**src/hdl/cmd_block_pkg.sv**
```systemverilog
/*
  Constants and carrier types for the motion command block decoder.
  Assumes a 50 MHz core clock and a cyclic output image presented in parallel.
*/
package cmd_block_pkg;

  localparam int unsigned CLK_HZ = 50000000;

  // First command word codes
  localparam logic [15:0] CODE_ABSOLUTE = 16'h0001;
  localparam logic [15:0] CODE_RELATIVE = 16'h0002;
  localparam logic [15:0] CODE_HOLD = 16'h0004;
  localparam logic [15:0] CODE_RESUME = 16'h0008;
  localparam logic [15:0] CODE_STOP = 16'h0010;
  localparam int CODE_PROGRAM_BIT = 12;
  localparam int CODE_ENC_PRESET_BIT = 14;

  // Second command word fields
  localparam int SAVE_BIT = 5;
  localparam int BLEND_REV_BIT = 4;
  localparam int CUR_SEL_BIT = 1;
  localparam logic [15:0] RESERVED_MASK = 16'h000D;
  localparam logic [15:0] SECOND_WORD_RESET = 16'h0000;

  // Parameter ranges
  localparam logic signed [31:0] POS_MIN = 32'hFF800000;
  localparam logic signed [31:0] POS_MAX = 32'h007FFFFF;
  localparam logic [31:0] SPEED_MAX = 32'h002DC6BF;
  localparam logic [15:0] RAMP_MIN = 16'h0001;
  localparam logic [15:0] RAMP_MAX = 16'h1388;
  localparam logic [15:0] JERK_MAX = 16'h1388;
  localparam logic [15:0] CURRENT_MAX = 16'h0022;

  // Indicator blink rates
  localparam int unsigned BLINK_OK_HZ = 4;
  localparam int unsigned BLINK_FAIL_HZ = 1;
  localparam int unsigned BLINK_OK_HALF = CLK_HZ / (2 * BLINK_OK_HZ);
  localparam int unsigned BLINK_FAIL_HALF = CLK_HZ / (2 * BLINK_FAIL_HZ);

  typedef struct packed {
    logic [15:0] first_command_word;
    logic [15:0] second_command_word;
    logic signed [31:0] position;
    logic [31:0] speed;
    logic [15:0] accel;
    logic [15:0] decel;
    logic [15:0] current;
    logic [15:0] jerk;
  } cmd_block_t;

  typedef struct packed {
    logic signed [31:0] target;
    logic [31:0] speed;
    logic [15:0] accel;
    logic [15:0] decel;
    logic [15:0] jerk;
  } move_params_t;

  typedef enum logic [1:0] {
    MOVE_START,
    MOVE_HOLD,
    MOVE_RESUME,
    MOVE_STOP
  } move_op_t;

endpackage

```
**src/hdl/blink_divider.sv**
```systemverilog
/*
  Half-period counter that toggles a lamp output while enabled.
  Assumes half period is loaded with the rate selected by the caller.
*/
`timescale 1ns/1ps
`default_nettype none
module blink_divider #(
  parameter int unsigned HALF_OK = 6250000,
  parameter int unsigned HALF_FAIL = 25000000
) (
  // Clock and reset
  input wire logic clk,
  input wire logic rst,
  // Control
  input wire logic enable,
  input wire logic fail,
  // Lamp
  output logic lamp
);
  logic [31:0] count_reg, count_next;
  logic lamp_reg, lamp_next;
  logic [31:0] limit;

  always_comb begin
    limit = fail ? 32'(HALF_FAIL - 1) : 32'(HALF_OK - 1);
    count_next = count_reg + 32'h1;
    lamp_next = lamp_reg;
    if (!enable) begin
      count_next = 32'h0;
      lamp_next = 1'b0;
    end else if (count_reg >= limit) begin
      count_next = 32'h0;
      lamp_next = !lamp_reg;
    end
  end

  always_ff @(posedge clk or posedge rst) begin
    if (rst) begin
      count_reg <= 32'h0;
      lamp_reg <= 1'b0;
    end else begin
      count_reg <= count_next;
      lamp_reg <= lamp_next;
    end
  end

  assign lamp = lamp_reg;
endmodule
`default_nettype wire

```
**src/hdl/motion_command_block_decoder.sv**
```systemverilog
/*
  Decoder for the cyclic output command block written by the network master.
  Assumes the block arrives as a parallel image from logic on clk, and that
  the flash writer and motion engine sit outside and answer with plain levels.
*/
// Contract
// - Green blink 4 Hz success, 1 Hz fail
// - After assembled save, lock until power cycle
// - Save with encoder preset; acknowledge on success
// - Blend direction: zero clockwise, one counter-clockwise
// - Current select: stored default or block word
// - Current accepted standalone or with move
// - Current 0.1 A units, 0..34, gated
// - Fixed block layout for all commands
// - Code 0001 absolute move, 24-bit signed target
// - Code 0002 relative; ramp and jerk ranges (code issues it as MOVE_START with the position word, same as 0001)
// - Code 0004 hold, parameters unused
// - Code 0008 resume with new profile words
// - Resume keeps held target position
// - Code 0010 immediate stop, parameters unused
// - Unused words ignored whatever their value
// - Immediate stop halts without ramp
// - Hold ramps to start speed, stays resumable
`timescale 1ns/1ps
`default_nettype none
module motion_command_block_decoder
  import cmd_block_pkg::*;
#(
  parameter int unsigned HALF_OK = BLINK_OK_HALF,
  parameter int unsigned HALF_FAIL = BLINK_FAIL_HALF
) (
  // Clock and reset
  input wire logic clk,
  input wire logic rst,
  // Output image from the master
  input wire cmd_block_t block,
  // Device state
  input wire logic [31:0] start_speed,
  input wire logic [15:0] default_current,
  input wire logic flash_done,
  input wire logic flash_error,
  input wire logic motion_held,
  // Motion engine requests
  output logic move_valid,
  output move_op_t move_op,
  output move_params_t move_params,
  output logic move_ccw,
  output logic no_ramp,
  output logic blend_ccw,
  // Current and flash
  output logic current_valid,
  output logic [15:0] current_setting,
  output logic flash_write_move,
  output logic flash_write_offset,
  // Status
  output logic offset_ack,
  output logic command_error,
  output logic locked,
  output logic error_led_green
);
  logic [15:0] w0_prev_reg, w0_prev_next;
  logic locked_reg, locked_next;
  logic waiting_move_reg, waiting_move_next;
  logic waiting_offset_reg, waiting_offset_next;
  logic blink_en_reg, blink_en_next;
  logic blink_fail_reg, blink_fail_next;
  logic ack_reg, ack_next;
  logic err_reg, err_next;
  logic mv_valid_reg, mv_valid_next;
  move_op_t op_reg, op_next;
  move_params_t par_reg, par_next;
  logic held_target_valid_reg, held_target_valid_next;
  logic signed [31:0] held_target_reg, held_target_next;
  logic no_ramp_reg, no_ramp_next;
  logic blend_reg, blend_next;
  logic cur_valid_reg, cur_valid_next;
  logic [15:0] cur_reg, cur_next;
  logic wr_move_reg, wr_move_next;
  logic wr_off_reg, wr_off_next;
  logic [15:0] rise;
  logic [15:0] w1;
  logic prog_fall;

  function automatic logic profile_ok(input cmd_block_t b, input logic [31:0] s_min);
    profile_ok = b.speed >= s_min && b.speed <= SPEED_MAX &&
                 b.accel >= RAMP_MIN && b.accel <= RAMP_MAX &&
                 b.decel >= RAMP_MIN && b.decel <= RAMP_MAX &&
                 b.jerk <= JERK_MAX;
  endfunction

  function automatic logic current_ok(input cmd_block_t b);
    // Gated word only counts when selected
    current_ok = !b.second_command_word[CUR_SEL_BIT] || b.current <= CURRENT_MAX;
  endfunction

  assign w1 = block.second_command_word;
  assign rise = block.first_command_word & ~w0_prev_reg;
  assign prog_fall = w0_prev_reg[CODE_PROGRAM_BIT] && !block.first_command_word[CODE_PROGRAM_BIT];

  always_comb begin
    w0_prev_next = block.first_command_word;
    locked_next = locked_reg;
    waiting_move_next = waiting_move_reg;
    waiting_offset_next = waiting_offset_reg;
    blink_en_next = blink_en_reg;
    blink_fail_next = blink_fail_reg;
    ack_next = ack_reg;
    err_next = err_reg;
    mv_valid_next = 1'b0;
    op_next = op_reg;
    par_next = par_reg;
    held_target_valid_next = held_target_valid_reg;
    held_target_next = held_target_reg;
    no_ramp_next = 1'b0;
    blend_next = w1[BLEND_REV_BIT];
    cur_valid_next = 1'b0;
    cur_next = cur_reg;
    wr_move_next = 1'b0;
    wr_off_next = 1'b0;
    // Flash results; locking costs a power cycle to protect endurance
    if (waiting_move_reg && flash_done) begin
      waiting_move_next = 1'b0;
      blink_en_next = 1'b1;
      blink_fail_next = flash_error;
    end
    if (waiting_offset_reg && flash_done) begin
      waiting_offset_next = 1'b0;
      ack_next = !flash_error;
    end
    if (!locked_reg) begin
      if (prog_fall && w1[SAVE_BIT]) begin
        wr_move_next = 1'b1;
        waiting_move_next = 1'b1;
        locked_next = 1'b1;
      end else if (rise[CODE_ENC_PRESET_BIT] && w1[SAVE_BIT]) begin
        wr_off_next = 1'b1;
        waiting_offset_next = 1'b1;
        // A write finishing in this very cycle still reports
        ack_next = waiting_offset_reg && flash_done && !flash_error;
      end
      // Codes are single-bit; anything else is left to other decoders
      unique case (1'b1)
        rise == CODE_STOP: begin
          op_next = MOVE_STOP;
          mv_valid_next = 1'b1;
          no_ramp_next = 1'b1;
          held_target_valid_next = 1'b0;
        end
        rise == CODE_HOLD: begin
          op_next = MOVE_HOLD;
          mv_valid_next = 1'b1;
          held_target_valid_next = 1'b1;
          held_target_next = par_reg.target;
        end
        rise == CODE_RESUME: begin
          if (!profile_ok(block, start_speed) || !current_ok(block) || !motion_held) begin
            err_next = 1'b1;
          end else begin
            op_next = MOVE_RESUME;
            mv_valid_next = 1'b1;
            par_next.speed = block.speed;
            par_next.accel = block.accel;
            par_next.decel = block.decel;
            par_next.jerk = block.jerk;
            // Position word of the block is not looked at
            par_next.target = held_target_reg;
          end
        end
        rise == CODE_ABSOLUTE || rise == CODE_RELATIVE: begin
          if (!profile_ok(block, start_speed) || !current_ok(block) ||
              block.position < POS_MIN || block.position > POS_MAX) begin
            err_next = 1'b1;
          end else begin
            op_next = MOVE_START;
            mv_valid_next = 1'b1;
            par_next = '{block.position, block.speed, block.accel, block.decel, block.jerk};
            held_target_valid_next = 1'b0;
          end
        end
        default: begin
        end
      endcase
      // Current rides with a move or stands alone
      if ((mv_valid_next && (op_next == MOVE_START || op_next == MOVE_RESUME)) ||
          (rise == 16'h0000 && w1[CUR_SEL_BIT] && !w0_prev_reg[0])) begin
        if (current_ok(block)) begin
          cur_valid_next = mv_valid_next || (w1[CUR_SEL_BIT] && cur_reg != block.current);
          cur_next = w1[CUR_SEL_BIT] ? block.current : default_current;
        end
      end
      if ((w1 & RESERVED_MASK) != 16'h0000) begin
        err_next = 1'b1;
      end
    end
  end

  always_ff @(posedge clk or posedge rst) begin
    if (rst) begin
      w0_prev_reg <= 16'h0000;
      locked_reg <= 1'b0;
      waiting_move_reg <= 1'b0;
      waiting_offset_reg <= 1'b0;
      blink_en_reg <= 1'b0;
      blink_fail_reg <= 1'b0;
      ack_reg <= 1'b0;
      err_reg <= 1'b0;
      mv_valid_reg <= 1'b0;
      op_reg <= MOVE_STOP;
      par_reg <= '0;
      held_target_valid_reg <= 1'b0;
      held_target_reg <= 32'h00000000;
      no_ramp_reg <= 1'b0;
      blend_reg <= 1'b0;
      cur_valid_reg <= 1'b0;
      cur_reg <= 16'h0000;
      wr_move_reg <= 1'b0;
      wr_off_reg <= 1'b0;
    end else begin
      w0_prev_reg <= w0_prev_next;
      locked_reg <= locked_next;
      waiting_move_reg <= waiting_move_next;
      waiting_offset_reg <= waiting_offset_next;
      blink_en_reg <= blink_en_next;
      blink_fail_reg <= blink_fail_next;
      ack_reg <= ack_next;
      err_reg <= err_next;
      mv_valid_reg <= mv_valid_next;
      op_reg <= op_next;
      par_reg <= par_next;
      held_target_valid_reg <= held_target_valid_next;
      held_target_reg <= held_target_next;
      no_ramp_reg <= no_ramp_next;
      blend_reg <= blend_next;
      cur_valid_reg <= cur_valid_next;
      cur_reg <= cur_next;
      wr_move_reg <= wr_move_next;
      wr_off_reg <= wr_off_next;
    end
  end

  blink_divider #(
    .HALF_OK(HALF_OK),
    .HALF_FAIL(HALF_FAIL)
  ) u_blink (
    .clk(clk),
    .rst(rst),
    .enable(blink_en_reg),
    .fail(blink_fail_reg),
    .lamp(error_led_green)
  );

  assign move_valid = mv_valid_reg;
  assign move_op = op_reg;
  assign move_params = par_reg;
  assign move_ccw = 1'b0;
  assign no_ramp = no_ramp_reg;
  assign blend_ccw = blend_reg;
  assign current_valid = cur_valid_reg;
  assign current_setting = cur_reg;
  assign flash_write_move = wr_move_reg;
  assign flash_write_offset = wr_off_reg;
  assign offset_ack = ack_reg;
  assign command_error = err_reg;
  assign locked = locked_reg;
endmodule
`default_nettype wire

```
**config.mk**
```make
export PLATFORM = sky130hd
export DESIGN_NAME = motion_command_block_decoder
export DESIGN_NICKNAME = d
export VERILOG_FILES = /design/src/hdl/cmd_block_pkg.sv /design/src/hdl/blink_divider.sv /design/src/hdl/motion_command_block_decoder.sv
export SDC_FILE = /design/constraint.sdc
export NUM_CORES = 1
export LEC_CHECK = 0
export BUFFER_PORTS_ARGS = -buffer_cell sky130_fd_sc_hd__buf_4
export CAP_MARGIN = 10
export CORE_ASPECT_RATIO = 1.1
export CORE_UTILIZATION = 40
export DETAILED_ROUTE_END_ITERATION = 7
export PLACE_DENSITY = 0.69
export SLEW_MARGIN = 10
export SYNTH_ARGS = -nofsm -noshare
export SYNTH_HDL_FRONTEND = slang
export SYNTH_SLANG_ARGS = --single-unit
```
**constraint.sdc**
```tcl
create_clock -name clk -period 12 [get_ports clk]
set_input_delay 2.4 -clock clk [delete_from_list [all_inputs] [get_ports clk]]
set_output_delay 2.4 -clock clk [all_outputs]
set_load 0.02 [all_outputs]
```
* After elaboration in Yosys (flattened, before gate mapping)
Cells that the tools add are included.
Widths: inputs -> output; s select.
** Cells by class
- $add $sub $neg :: 1
- Multiply operators :: 0
- Divide/modulo/power cells :: 0
- Order comparisons :: 11
- Equality and inequality tests :: 12
- Shift operators :: 0
- Mux-type cells :: 44
- Bitwise operators :: 3
- Reduce and logical (&&, ||, !) cells :: 43
** Operator list (count)
- $mux 112 :: 2
- $pmux 112 s2 :: 1
- $ge 32x32->1 :: 2
- $mux 32 :: 2
- $le 16x13->1 const B :: 3
- $add 32x1->32 const B :: 1
- $ge 16x1->1 const B :: 2
- $gt 32x24->1 const B :: 1
- $le 32x22->1 const B :: 1
- $lt 32x24->1 const B :: 1
- $mux 1 :: 31
- $mux 25 :: 1
- $and 16x16->16 :: 1
- $eq 16x1->1 const B :: 1
- $eq 16x2->1 const B :: 1
- $eq 16x3->1 const B :: 1
- $eq 16x4->1 const B :: 1
- $eq 16x5->1 const B :: 1
- $le 16x6->1 const B :: 1
- $logic_and 1x1->1 :: 16
- $logic_not 16->1 :: 1
- $mux 16 :: 1
- $ne 16x16->1 :: 1
- $not 16->16 :: 1
- 19 further kinds :: 39
** Storage, ports and cells
- Register bits after elaboration :: 224
- Latch bits :: 0
- Bits in writable memories :: 0
- Bits in read-only memories :: 0
- Output and inout port bits :: 141
- Memories kept :: 0

* Longest topological paths before layout
- Word-level depth :: 20
- Mapped depth :: 11
- Mapped depth without buffers :: 9

* By module
A second synthesis with hierarchy kept.
** Unflattened totals
- Cell total of the unflattened synthesis :: 949
- Area, all modules :: 10896.7 um^2
** Modules (own cells, without submodules)
- motion_command_block_decoder :: instances 1, cells each 764, area an instance 9034.9 um^2
- blink_divider :: instances 1, cells each 185, area an instance 1861.8 um^2

* Worst setup path before layout
Ideal clock, no wire load.
- Kind :: input -> register
- Start :: input port block[153] in the netlist's numbering
- End :: register par_reg, in the netlist move_params[80]
- Library setup time :: 0.125 ns
- Arrival :: 4.673 ns
- Setup slack :: 7.202 ns
- Cell stages on the path :: 9
- Cells stage by stage :: nor2b_1 > or4_1 > nor4_4 > nand4_1 > and2_1 > nor3_2 > buf_6 > buf_6 > mux2_2
** Between the ends
- Longest elaborated chain between the ends :: 5
- Elaborated cells on any way between the ends :: 10
- Those cells by class :: 5 x eq/ne; 1 x mux; 1 x bitwise; 3 x reduce/logical
** RTL lines
- start, declared :: line motion_command_block_decoder.sv:36 : input wire cmd_block_t block,
- $and 16x16->16 (*) :: line motion_command_block_decoder.sv:97 : assign rise = block.first_command_word & ~w0_prev_reg;
- $eq 16x1->1 / $eq 16x2->1 (equally long branches) :: line motion_command_block_decoder.sv:169 : rise == CODE_ABSOLUTE || rise == CODE_RELATIVE: begin
- $logic_or 1x1->1 :: line motion_command_block_decoder.sv:169
- $ne 2x2->1 (no line) / $reduce_bool 2->1 (equally long branches)
- $reduce_and 4->1 (no line)
- end signal, assigned :: line motion_command_block_decoder.sv:229 : par_reg <= par_next;
- end, declared :: line motion_command_block_decoder.sv:71 : move_params_t par_reg, par_next;
Mark *: on every way between the ends. The rest lies on a longest branch, timed or not.
A chain may end at the register's enable or synchronous reset.

* Worst setup path in the final report
- Start :: input port block[153] in the netlist's numbering
- End :: register par_reg, in the netlist move_params[104]
Same word-level chain as after synthesis.

==> impl_metrics.yaml <==
timing:
  rsz0062_at_grt: "no"
  maxSlewViolCount: 0
  relSlewSlack_pct: 30.6
  fin_crit_sh_pct: 49.4
  fin_setup_tns_ns: 0
  fin_ws_ns: 6.07
  hold_violations: 0
  period_needed_ns: 5.93
  fmax_mhz: 169
  fin_skew_ns: 0.00894
  worstMarginPinSlew_ns: 1.04
  setup_violations: 0
yosys:
  ys_ff_latch: 224
  syn_inst: 936
  ys.flop_type: "dfrtp_1"
  yosysSeqAreaShare_pct: 51.1
  async_reset_ff_share_pct: 100
  syn_avg_cell_area_um2: 11.7
  yosysUniqueCellTypes: 60
  synth_area_um2: 11000
  synth-edff-count: 0
  ys.warnings.count: 0
setup_path:
  start_kind: "input port"
  arrival_ns: 6.33
  worstReg2RegEnd: "move_params[104]$_DFFE_PP0P_"
  r2r_cells: 8
  path_class: "in2reg"
  reg2reg_from: "w0_prev_reg[9]$_DFF_PP0_"
  required_ns: 12.40
  worst_setup_path_end_kind: "register"
  critPathMaxFanout: 58
  r2r_setup_slack_ns: 7.83
finish:
  finish.utilization_pct: 54.5
  multi_input_area_um2: 5050
  largest_reg_flops: 112
  fillers: 2404
  syn_to_final_growth_pct: 33.7
  seq_area_um2: 5610
  finalInstanceArea_um2: 14700
  antenna_cells: 0
  drive_gt1_share_pct: 38.2
  nNetsFinal: 1534
routing:
  drtIter0Drc: 479
  antenna_left: 0
  route.vias.total: 8479
  wl_um: 29100
  dr.pass1.iters: 5
  wire_per_inst_um: 17.6
  drcViolationCount: 0
  via_per_inst: 5.12
cts:
  clockRootBuffer: "clkbuf_16"
  cts_buffers: 25
  clock_latency_ns: 0.52
  path_clk_slew_ns: 0.06
  h-tree-depth: 1
  cts-hold-fix-buffers: 0
  post_cts_resized: 0
  cts_setup_buffers: 0
  cts.sinks: 224
  tritoncts: "built"
  clockBufferDepth: 3
outcome:
  status: "finished clean"
power:
  finalPower_mw: 1.66
  power_density_nw_per_um2: 113
  vdd_drop_max_v: 0.000110
  power.leakage_nw: 7.67
die:
  initial_core_util_pct: 40.7
  core_area_um2: 27000
  row_count: 63
  io_pins: 354
  dieArea_um2: 28100
  fp.dieH_um: 176
  fp.dieW_um: 160
grt:
  grt_pass1_wl_um: 45800
  grt_pass1_vias: 8563
  antenna_found_initial: 0
  grt_overflow: 0
  grt_max_degree: 151
  grt_util_all_layers_pct: 20.3
placed_design:
  routabilityCongestion: 0.877
  dpl-instance-area_um2: 13900
  dp_hpwl_um: 21400
  pre_cts_ws_ns: 5.60
  io_buffer_count: 342
min_path:
  min_from: "u_blink.count_reg[0]$_DFF_PP0_"
  min_path_cells: 1
  min_to: "u_blink.count_reg[0]$_DFF_PP0_"
  hold_class: "reg2reg"
flow_run:
  cap_viol_max_count: 0
[placed cells by master, fill, tap and decap left out, types with 4 or more instances in the layout]
cell        count
nand2b_1       10
nor2b_1        33
xnor2_1         8
or3_1           4
nor2_1         46
nor3_1         17
o21ai_0        13
a21oi_1        22
xor2_1         31
nand3_1        33
mux2_1         69
a21o_1          5
ha_1           41
mux2_2         96
nand2_1        57
a31oi_1         6
a211oi_1       11
conb_1          7
or4_1           4
a222oi_1        6
or4b_1          6
clkinv_2        5
clkbuf_1        4
mux2i_1        20
buf_4         347
nand4_1        18
and2_1         18
clkbuf_16      25
and3_1          7
clkinvlp_4      5
dfrtp_1       222
inv_1          43
nor4_1         11
[logic make-up after synthesis]
family | Yosys count | share of synthesized area (%)
other | 1 | 0.0341
XOR/XNOR | 39 | 3.11
adder cells (fa/ha/maj) | 41 | 4.67
AO/OA/AOI/OAI | 84 | 5.22
flip-flops | 224 | 51.1
AND/OR/NAND/NOR | 282 | 13.9
multiplexers | 185 | 18.7
buffers and inverters | 80 | 3.30
[worst max path at each step]
stage	startpoint	end	slack [ns]	cells past startpoint
after floorplan	rst	blend_ccw$_DFF_PP0_	3.47	1
after detailed placement	block[153]	move_params[104]$_DFFE_PP0P_	5.60	9
after global routing	block[153]	move_params[107]$_DFFE_PP0P_	5.92	9
final	block[153]	move_params[104]$_DFFE_PP0P_	6.07	9
after global placement	block[153]	move_params[102]$_DFFE_PP0P_	5.62	9
after CTS	block[153]	move_params[106]$_DFFE_PP0P_	6.16	9
[area by class of cell]
class                      instances  share of cell area [%]
clock inverter                    14                   0.954
clock buffer                      31                    4.55
timing repair buffer             347                    17.7
inverter                          44                    1.18
sequential                       224                    38.2
multi-input combinational        638                    34.4
tap                              357                    3.04
[critical path: stages]
cell	delay, ns
buf_4	0.11
nor2b_1	0.11
or4_1	0.66
nor4_4	0.45
nand4_1	0.52
and2_1	0.68
nor3_4	0.26
buf_4	0.63
mux2_2	0.42
[stage by stage]
step	hold slack, ns	std cells
floorplan	0.433	942
global placement	0.450	1610
detailed placement	0.453	1610
CTS	0.462	1655
global route	0.494	1655
finish	0.459	1655
[power by group]
part           total (mW)  internal, mW  switching (mW)
registers           0.769         0.764         0.00519
clock network       0.752         0.440           0.312
logic               0.144        0.0725          0.0711
total                1.66          1.28           0.388
[cell usage after synthesis, drive strengths merged (4+ instances only)]
| cell | n | area, µm² |
|---|---|---|
| inv | 44 | 165 |
| a21oi | 22 | 110 |
| o21ai | 13 | 65.1 |
| or4b | 6 | 60.1 |
| a222oi | 6 | 60.1 |
| and3 | 7 | 43.8 |
| nor4 | 13 | 103 |
| xnor2 | 8 | 70.1 |
| buf | 19 | 134 |
| dfrtp | 222 | 5560 |
| nor2b | 33 | 206 |
| or3 | 4 | 25.0 |
| clkbuf | 17 | 63.8 |
| or4 | 4 | 30.0 |
| a21o | 5 | 37.5 |
| ha | 41 | 513 |
| nand2 | 57 | 214 |
| mux2 | 165 | 1860 |
| a211oi | 11 | 82.6 |
| nor2 | 47 | 176 |
| nand3 | 33 | 165 |
| nor3 | 18 | 95.1 |
| nand4 | 18 | 113 |
| a31oi | 6 | 37.5 |
| xor2 | 31 | 272 |
| mux2i | 20 | 200 |
| nand2b | 10 | 62.6 |
| and2 | 18 | 113 |
[metal layers]
metal  share of wire, %  up-vias  GRT usage (%)
met5                  0        -              0
met4                3.3        0           7.26
met3                5.8       63           3.87
met2                 49      263           34.9
met1                 41     4136           25.4
li1                   -     4017              -
Power figures use the tool's default switching activity.
